`config.mk`:
```
export PLATFORM = sky130hd
export DESIGN_NAME = epc_ctrl
export DESIGN_NICKNAME = d
export VERILOG_FILES = /design/src/pkg/epc_pkg.sv /design/src/epc_ctrl.sv /design/src/epc_timer.sv
export SDC_FILE = /design/constraint.sdc
export NUM_CORES = 1
export LEC_CHECK = 0
export ABC_AREA = 1
export BUFFER_PORTS_ARGS = -buffer_cell sky130_fd_sc_hd__buf_2
export CORE_MARGIN = 2
export CORE_UTILIZATION = 50
export CTS_BUF_LIST = sky130_fd_sc_hd__clkbuf_8
export CTS_CLUSTER_DIAMETER = 200
export DETAILED_ROUTE_END_ITERATION = 10
export GPL_ROUTABILITY_DRIVEN = 0
export PLACE_DENSITY_LB_ADDON = 0.1
export SLEW_MARGIN = 20
export SYNTH_ARGS = -nofsm -noshare
export SYNTH_HDL_FRONTEND = slang
export SYNTH_SLANG_ARGS = --single-unit
```
`constraint.sdc`:
```
create_clock -name clk -period 5.2 [get_ports clk]
set_input_delay 0.26 -clock clk [delete_from_list [all_inputs] [get_ports clk]]
set_output_delay 0.26 -clock clk [all_outputs]
set_load 0.02 [all_outputs]
```
`src/pkg/epc_pkg.sv`:
```
// Package: constants and types for the EPROM programmer controller
package epc_pkg;
  // ----------------------------------------
  // Geometry
  // ----------------------------------------
  localparam int EPC_ADDR_W = 20;
  localparam int EPC_DATA_W = 8;
  localparam int EPC_IDENT_LINE = 9;
  localparam logic [19:0] EPC_LAST_ADDR = 20'hFFFFF;
  localparam logic [7:0] EPC_ERASED = 8'hFF;
  // ----------------------------------------
  // Timing (times in ns, rate 125 MHz)
  // ----------------------------------------
  localparam int EPC_CLK_NS = 8;
  localparam int EPC_SETUP_NS = 2000;
  localparam int EPC_FAST_PW_NS = 100000;
  localparam int EPC_INTER_PW_NS = 1000000;
  localparam int EPC_OVER_PW_NS = 2000000;
  localparam int EPC_VERIFY_NS = 250;
  localparam int EPC_SETUP_CYC = (EPC_SETUP_NS + EPC_CLK_NS - 1) / EPC_CLK_NS;
  localparam int EPC_FAST_PW_CYC = EPC_FAST_PW_NS / EPC_CLK_NS;
  localparam int EPC_INTER_PW_CYC = EPC_INTER_PW_NS / EPC_CLK_NS;
  localparam int EPC_OVER_PW_CYC = EPC_OVER_PW_NS / EPC_CLK_NS;
  localparam int EPC_VERIFY_CYC = (EPC_VERIFY_NS + EPC_CLK_NS - 1) / EPC_CLK_NS;
  localparam int EPC_FAST_MAX = 25;
  localparam int EPC_INTER_MAX = 25;
  localparam int EPC_CNT_W = 20;
  // ----------------------------------------
  // Command codes
  // ----------------------------------------
  localparam logic [1:0] EPC_CMD_READ = 2'h0;
  localparam logic [1:0] EPC_CMD_IDENT = 2'h1;
  localparam logic [1:0] EPC_CMD_PROG = 2'h2;
  // ----------------------------------------
  // Controller states
  // ----------------------------------------
  typedef enum logic [3:0] {
    EPC_IDLE = 4'h0,
    EPC_SETUP = 4'h1,
    EPC_PULSE = 4'h3,
    EPC_RECOV = 4'h2,
    EPC_VERIFY = 4'h6,
    EPC_OVER = 4'h7,
    EPC_NEXT = 4'h5,
    EPC_FINAL = 4'h4,
    EPC_READ = 4'hC,
    EPC_DONE = 4'hD
  } epc_state_t;
endpackage

```
`src/epc_ctrl.sv`:
```
// EPROM programmer and reader controller driving the device pins
`timescale 1ns/1ps
module epc_ctrl
  import epc_pkg::*;
#(
  parameter int FAST_PW = EPC_FAST_PW_CYC,
  parameter int INTER_PW = EPC_INTER_PW_CYC,
  parameter int OVER_PW = EPC_OVER_PW_CYC,
  parameter int MAX_PULSES = EPC_FAST_MAX
)
(
  input wire logic clk,
  input wire logic rst_n,
  input wire logic cmd_valid,
  input wire logic [1:0] cmd_op,
  input wire logic cmd_fast,
  input wire logic [EPC_ADDR_W-1:0] cmd_addr,
  input wire logic [EPC_ADDR_W-1:0] cmd_last,
  input wire logic [EPC_DATA_W-1:0] cmd_data,
  output logic cmd_ready,
  output logic rsp_valid,
  output logic [EPC_DATA_W-1:0] rsp_data,
  output logic rsp_error,
  output logic rsp_parity_ok,
  output logic [EPC_ADDR_W-1:0] address_lines,
  input wire logic [EPC_DATA_W-1:0] data_lines_in,
  output logic [EPC_DATA_W-1:0] data_lines_out,
  output logic data_lines_oe,
  output logic chip_select_n,
  output logic output_gate_n,
  output logic program_voltage_en,
  output logic identify_high_voltage
);
  epc_state_t state_reg, state_next;
  logic [1:0] op_reg, op_next;
  logic fast_reg, fast_next;
  logic [EPC_ADDR_W-1:0] addr_reg, addr_next, last_reg, last_next;
  logic [EPC_DATA_W-1:0] data_reg, data_next, dout_reg, dout_next;
  logic [5:0] pulses_reg, pulses_next;
  logic ready_reg, ready_next, rv_reg, rv_next, err_reg, err_next, par_reg, par_next;
  logic oe_reg, oe_next, cs_reg, cs_next, og_reg, og_next, vpp_reg, vpp_next, vh_reg, vh_next;
  logic tload;
  logic [EPC_CNT_W-1:0] tcount;
  logic texp;

  // Odd parity across a byte
  function automatic logic odd_parity(input logic [EPC_DATA_W-1:0] b);
    return ^b;
  endfunction

  // Identify address: only the lowest line may be high
  function automatic logic [EPC_ADDR_W-1:0] ident_addr(input logic low);
    return {{(EPC_ADDR_W-1){1'b0}}, low};
  endfunction

  epc_timer #(.W(EPC_CNT_W)) u_timer (
    .clk(clk),
    .rst_n(rst_n),
    .load(tload),
    .count(tcount),
    .expired(texp)
  );

  // ----------------------------------------
  // Sequencer next state
  // ----------------------------------------
  always_comb
  begin
    state_next = state_reg;
    op_next = op_reg;
    fast_next = fast_reg;
    addr_next = addr_reg;
    last_next = last_reg;
    data_next = data_reg;
    dout_next = dout_reg;
    pulses_next = pulses_reg;
    ready_next = ready_reg;
    rv_next = 1'b0;
    err_next = err_reg;
    par_next = par_reg;
    oe_next = oe_reg;
    cs_next = cs_reg;
    og_next = og_reg;
    vpp_next = vpp_reg;
    vh_next = vh_reg;
    tload = 1'b0;
    tcount = EPC_CNT_W'(EPC_SETUP_CYC);
    unique case (state_reg)
      EPC_IDLE:
      begin
        if (cmd_valid && ready_reg)
        begin
          ready_next = 1'b0;
          op_next = cmd_op;
          fast_next = cmd_fast;
          addr_next = cmd_addr;
          last_next = cmd_last;
          data_next = cmd_data;
          err_next = 1'b0;
          pulses_next = '0;
          cs_next = 1'b1; // Standby while setting up
          og_next = 1'b1;
          if (cmd_op == EPC_CMD_IDENT)
          begin
            addr_next = ident_addr(cmd_addr[0]);
            vh_next = 1'b1;
          end
          if (cmd_op == EPC_CMD_PROG)
          begin
            vpp_next = 1'b1; // Program supply with select high
            oe_next = 1'b1; // Whole byte in parallel
          end
          tload = 1'b1;
          state_next = EPC_SETUP;
        end
      end
      EPC_SETUP:
      begin
        if (texp)
        begin
          cs_next = 1'b0;
          if (op_reg == EPC_CMD_PROG)
          begin
            if (pulses_reg == 6'h3F)
            begin
              tcount = EPC_CNT_W'(OVER_PW); // Margin pulse after full supply setup
              state_next = EPC_OVER;
            end
            else
            begin
              tcount = fast_reg ? EPC_CNT_W'(FAST_PW) : EPC_CNT_W'(INTER_PW);
              pulses_next = pulses_reg + 6'h01;
              state_next = EPC_PULSE; // Supply high and select low
            end
          end
          else
          begin
            og_next = 1'b0; // Both lows gate data out
            tcount = EPC_CNT_W'(EPC_VERIFY_CYC);
            state_next = EPC_READ;
          end
          tload = 1'b1;
        end
      end
      EPC_PULSE, EPC_OVER:
      begin
        if (texp)
        begin
          cs_next = 1'b1;
          tload = 1'b1;
          state_next = EPC_RECOV;
        end
      end
      EPC_RECOV:
      begin
        if (texp)
        begin
          if (op_reg != EPC_CMD_PROG || (pulses_reg == 6'h3F))
            state_next = EPC_NEXT;
          else
          begin
            vpp_next = 1'b0; // Gate back to logic low for verify
            oe_next = 1'b0;
            og_next = 1'b0;
            cs_next = 1'b0;
            tcount = EPC_CNT_W'(EPC_VERIFY_CYC);
            tload = 1'b1;
            state_next = EPC_VERIFY;
          end
        end
      end
      EPC_VERIFY:
      begin
        if (texp)
        begin
          cs_next = 1'b1; // Sampled after the verify delay
          og_next = 1'b1;
          vpp_next = 1'b1;
          oe_next = 1'b1;
          tload = 1'b1;
          if (data_lines_in == data_reg)
          begin
            if (fast_reg)
            begin
              vpp_next = 1'b0;
              oe_next = 1'b0;
              state_next = EPC_NEXT;
            end
            else
            begin
              pulses_next = 6'h3F; // Extra margin pulse follows
              state_next = EPC_SETUP;
            end
          end
          else if (pulses_reg >= 6'(MAX_PULSES))
          begin
            err_next = 1'b1; // Pulse limit hit
            vpp_next = 1'b0;
            oe_next = 1'b0;
            state_next = EPC_NEXT;
          end
          else
            state_next = EPC_SETUP; // Retry pulse
        end
      end
      EPC_NEXT:
      begin
        vpp_next = 1'b0;
        oe_next = 1'b0;
        pulses_next = '0;
        if (addr_reg == last_reg)
        begin
          addr_next = '0; // Final read-back from address 0 up to the last address
          state_next = EPC_FINAL;
          og_next = 1'b0;
          cs_next = 1'b0;
          tcount = EPC_CNT_W'(EPC_VERIFY_CYC);
          tload = 1'b1;
        end
        else
        begin
          addr_next = addr_reg + EPC_ADDR_W'(1);
          data_next = EPC_ERASED; // Unwritten bytes stay ones
          vpp_next = 1'b1;
          oe_next = 1'b1;
          tload = 1'b1;
          state_next = EPC_SETUP;
          if (cmd_valid)
            data_next = cmd_data;
        end
      end
      EPC_FINAL:
      begin
        if (texp)
        begin
          if (addr_reg == last_reg && data_lines_in != data_reg)
            err_next = 1'b1; // Last byte must read back as written
          if (addr_reg >= last_reg)
          begin
            cs_next = 1'b1;
            og_next = 1'b1;
            state_next = EPC_DONE;
          end
          else
          begin
            addr_next = addr_reg + EPC_ADDR_W'(1);
            tload = 1'b1;
            tcount = EPC_CNT_W'(EPC_VERIFY_CYC);
          end
        end
      end
      EPC_READ:
      begin
        if (texp)
        begin
          dout_next = data_lines_in;
          par_next = odd_parity(data_lines_in);
          cs_next = 1'b1;
          og_next = 1'b1;
          vh_next = 1'b0;
          state_next = EPC_DONE;
        end
      end
      EPC_DONE:
      begin
        rv_next = 1'b1;
        ready_next = 1'b1;
        state_next = EPC_IDLE;
      end
      default:
        state_next = EPC_IDLE;
    endcase
  end

  // ----------------------------------------
  // Registers
  // ----------------------------------------
  always_ff @(posedge clk or negedge rst_n)
  begin
    if (!rst_n)
    begin
      state_reg <= EPC_IDLE;
      op_reg <= EPC_CMD_READ;
      fast_reg <= 1'b0;
      addr_reg <= '0;
      last_reg <= '0;
      data_reg <= EPC_ERASED;
      dout_reg <= '0;
      pulses_reg <= '0;
      ready_reg <= 1'b1;
      rv_reg <= 1'b0;
      err_reg <= 1'b0;
      par_reg <= 1'b0;
      oe_reg <= 1'b0;
      cs_reg <= 1'b1;
      og_reg <= 1'b1;
      vpp_reg <= 1'b0;
      vh_reg <= 1'b0;
    end
    else
    begin
      state_reg <= state_next;
      op_reg <= op_next;
      fast_reg <= fast_next;
      addr_reg <= addr_next;
      last_reg <= last_next;
      data_reg <= data_next;
      dout_reg <= dout_next;
      pulses_reg <= pulses_next;
      ready_reg <= ready_next;
      rv_reg <= rv_next;
      err_reg <= err_next;
      par_reg <= par_next;
      oe_reg <= oe_next;
      cs_reg <= cs_next;
      og_reg <= og_next;
      vpp_reg <= vpp_next;
      vh_reg <= vh_next;
    end
  end

  // Outputs straight from flops
  assign cmd_ready = ready_reg;
  assign rsp_valid = rv_reg;
  assign rsp_data = dout_reg;
  assign rsp_error = err_reg;
  assign rsp_parity_ok = par_reg;
  assign address_lines = addr_reg;
  assign data_lines_out = data_reg;
  assign data_lines_oe = oe_reg;
  assign chip_select_n = cs_reg;
  assign output_gate_n = og_reg;
  assign program_voltage_en = vpp_reg;
  assign identify_high_voltage = vh_reg;
endmodule

```
`src/epc_timer.sv`:
```
// Down-counting delay timer with a one-cycle expiry pulse
`timescale 1ns/1ps
module epc_timer
  import epc_pkg::*;
#(
  parameter int W = EPC_CNT_W
)
(
  input wire logic clk,
  input wire logic rst_n,
  input wire logic load,
  input wire logic [W-1:0] count,
  output logic expired
);
  logic [W-1:0] cnt_reg;
  logic [W-1:0] cnt_next;
  logic run_reg;
  logic run_next;
  logic expired_reg;
  logic expired_next;

  // Next count, expiry when reaching one
  always_comb
  begin
    cnt_next = cnt_reg;
    run_next = run_reg;
    expired_next = 1'b0;
    if (load)
    begin
      cnt_next = count;
      run_next = 1'b1;
    end
    else if (run_reg)
    begin
      if (cnt_reg <= W'(1))
      begin
        run_next = 1'b0;
        expired_next = 1'b1;
      end
      else
        cnt_next = cnt_reg - W'(1);
    end
  end

  // Registers
  always_ff @(posedge clk or negedge rst_n)
  begin
    if (!rst_n)
    begin
      cnt_reg <= '0;
      run_reg <= 1'b0;
      expired_reg <= 1'b0;
    end
    else
    begin
      cnt_reg <= cnt_next;
      run_reg <= run_next;
      expired_reg <= expired_next;
    end
  end

  assign expired = expired_reg;
endmodule

```
==> metrics.txt <==
cts bufs inserted=9; WS Path Type=flop to flop; DR vias=5705; Reg area=0.00249 mm2; Worst Path Max Fanout=12; Routed WL per cell=13.8 um; slew margin rel.=40.5%; crit path cell chain=ha_1, nand2_1, nor2_1, nand2_1, nor2_1, nand2_1, nand4_2, nand2_2, nand2_1, nand2_2, nor2_4, nand2_1, nand3_1; worst ir drop on vdd=0.184 mV; Fillers=1182; leading area contributor after synthesis=dfrtp_1; Nets=1042; first drt pass iteration count=5; Pleak=3.67 nW; Routed WL=15500 um; Area contributors post-synth=dfrtp_1 (35%), nand2_1 (14%), inv_1 (5.8%); vias in the first global route=5325; WP data arrival=3.13 ns; sum of buffers and inverters on the critical path=0; fraction of layout instances using a drive strength above 1=18.1%; met3 Usage GRT=6.38%; Max-Cap Viols=0; CP max stage cell=dfrtp_1; # IOs=107; dpl cell area=0.00693 mm2; Post-Syn Instances=854; status=completed; Initial Utilization=51.7%; Worst-Margin Slew=0.891 ns; diode count=0; total congestion overflow=0; GRT met1 Usage=35.2%; register area share after synthesis=39.6%; Tcrit/Tclk final=54.0%; Sink Count=99; drt initial violations=486; CP Data Required Time=5.53 ns; final hold violations=0; Most Crowded Layer GR=met2; top post-synthesis cells by count=nand2_1 (227), inv_1 (97), nor2_1 (89); clock skew=0.0130 ns; Pins Over Slew Limit=0; CP endpoint kind=flop; CTS root buf=clkbuf_8; Synth Area per Inst=7.37 um2; hold crit path type=input port to flop; # port buffers=106; Yosys top cell area share=35.0%; first-pass GRT wire length=26000 um; worst skew pair latency=0.40 ns; slowest stage delay, CP=0.49 ns; design area=0.00714 mm2; Core ar.=0.0122 mm2; CTS resizes=0; warnings from Yosys=0; H-Tree Depth=3; Die Width=116 um; Tmin final=2.81 ns; CP dominant cell by count=nand2_1; power per standard cell area=189 mW/mm2; antenna violations before repair=0; Main synth FF type=dfrtp_1; Post-Synthesis Cell Area=0.00629 mm2; Netlist cell types=44; syn_nets=942; # rows=40; ys async rst share=100%; post-route setup TNS=0 ns; GRT Util Overall=24.6%; Die H=116 um; RSZ-0062 raised after global routing=false; clk buf depth=2; die area=0.0135 mm2; Syn-to-layout area delta=13.5%; #FFs+latches synth=99; area of the multi-input gates=0.00327 mm2; f_max=0.356 GHz; count leader, synth=nand2_1; Via density=5.06; EDFF count, synth=0; DRC Markers=0; largest net degree at the start of global routing=60; Clock transition at path regs=0.10 ns; met2 usage=38.1%; CTS tree=built; startpoint types=flop; DP HPWL=11700 um; delay-heaviest family, CP=simple AND/OR/NAND/NOR gates; # setup viols final=0; DRT antenna net count=0
## worst register-to-register path: stages (launching register included)
cell and delay, ns:
dfrtp_1 0.49, ha_1 0.34, nand2_1 0.07, nor2_1 0.19
nand2_1 0.10, nor2_1 0.11, nand2_1 0.11, nand4_2 0.15
nand2_2 0.10, nand2_1 0.30, nand2_2 0.27, nor2_4 0.32
nand2_1 0.09, nand3_1 0.08
## cell usage in the layout (no fill, tap or decap), types with 2 or more instances in the layout
cell type    n
nand2_1    227
nor2_4       8
o21ai_0     70
nor2_2       5
a22oi_1      3
buf_2      105
inv_1      100
nor3_1       8
o21ai_1     14
clkbuf_8    11
nor4_1       5
dfrtp_1     88
a21oi_2      2
nand3_1     48
xnor2_1     11
inv_2       14
a32oi_1      3
nand2_4      2
ha_1        26
nor2_1      89
nand4_1     16
buf_4        2
dfstp_2     11
nand2_2      6
a21o_1       4
a21oi_1     22
xor2_1      24
a31oi_1     14
nand3b_1     3
o22ai_1      2
## final timing paths
kind                                                   end                          from  slack, ns  cells past startpoint
setup / recovery           u_timer.cnt_reg[13]$_DFFE_PN0P_  address_lines[7]$_DFFE_PN0P_       2.39                     13
hold / removal                    last_reg[19]$_DFFE_PN0P_                  cmd_last[19]       0.07                      3
setup reg to reg           u_timer.cnt_reg[13]$_DFFE_PN0P_  address_lines[7]$_DFFE_PN0P_       2.39                     13
hold reg to reg                  chip_select_n$_DFFE_PN1P_     chip_select_n$_DFFE_PN1P_       0.46                      2
max in group asynchronous          rsp_data[7]$_DFFE_PN0P_                         rst_n       3.68                      3
min in group asynchronous         last_reg[10]$_DFFE_PN0P_                         rst_n       0.39                      2
## metrics by stage
stage	std cells	worst slack (ns)	total power [mW]	hold WS, ns	util [%]
2_1_floorplan	854	3.14	0.806	-0.0356	-
3_3_place_gp	1110	2.48	0.851	0.283	57.0
3_5_place_dp	1110	2.45	0.851	0.279	57.0
4_1_cts	1127	2.41	1.36	0.0570	58.7
5_1_grt	1127	2.15	1.40	0.0715	58.7
6_report	1127	2.39	1.35	0.0697	58.7
## cells by family (layout without fill, tap and decap cells)
group           after synthesis  count (layout)  synth area share [%]
xor+xnor                     35              35                  4.87
compound gates              139             139                  12.4
simple gates                424             424                  29.5
flops                        99              99                  39.6
buf+inv                     131             236                  8.45
fa+ha+maj                    26              26                  5.17
## routing by layer
metal  share of wire [%]  vias up
met3                 5.7        8
li1                    -     2956
met5                   0        -
met1                  49     2606
met2                  45      135
met4                0.73        0
## final cells by class
class	count	area share [%]
clock buffers	11	2.12
clock inverters	5	0.648
inverters	112	5.89
multi-input cells	624	45.8
flip-flops and latches	99	34.9
well taps	168	2.94
repair buffers	108	7.71
## power by group
| group | internal (mW) | total (mW) | switching [mW] |
|---|---|---|---|
| logic | 0.0286 | 0.0655 | 0.0369 |
| registers | 0.770 | 0.770 | 0 |
| clock network | 0.243 | 0.517 | 0.274 |
## repair_timing
action                    in CTS  in global routing
hold endpoints to repair      38                  0
buffers inserted               0                  0
hold buffers                   1                  0
Power figures use the tool's default switching activity.
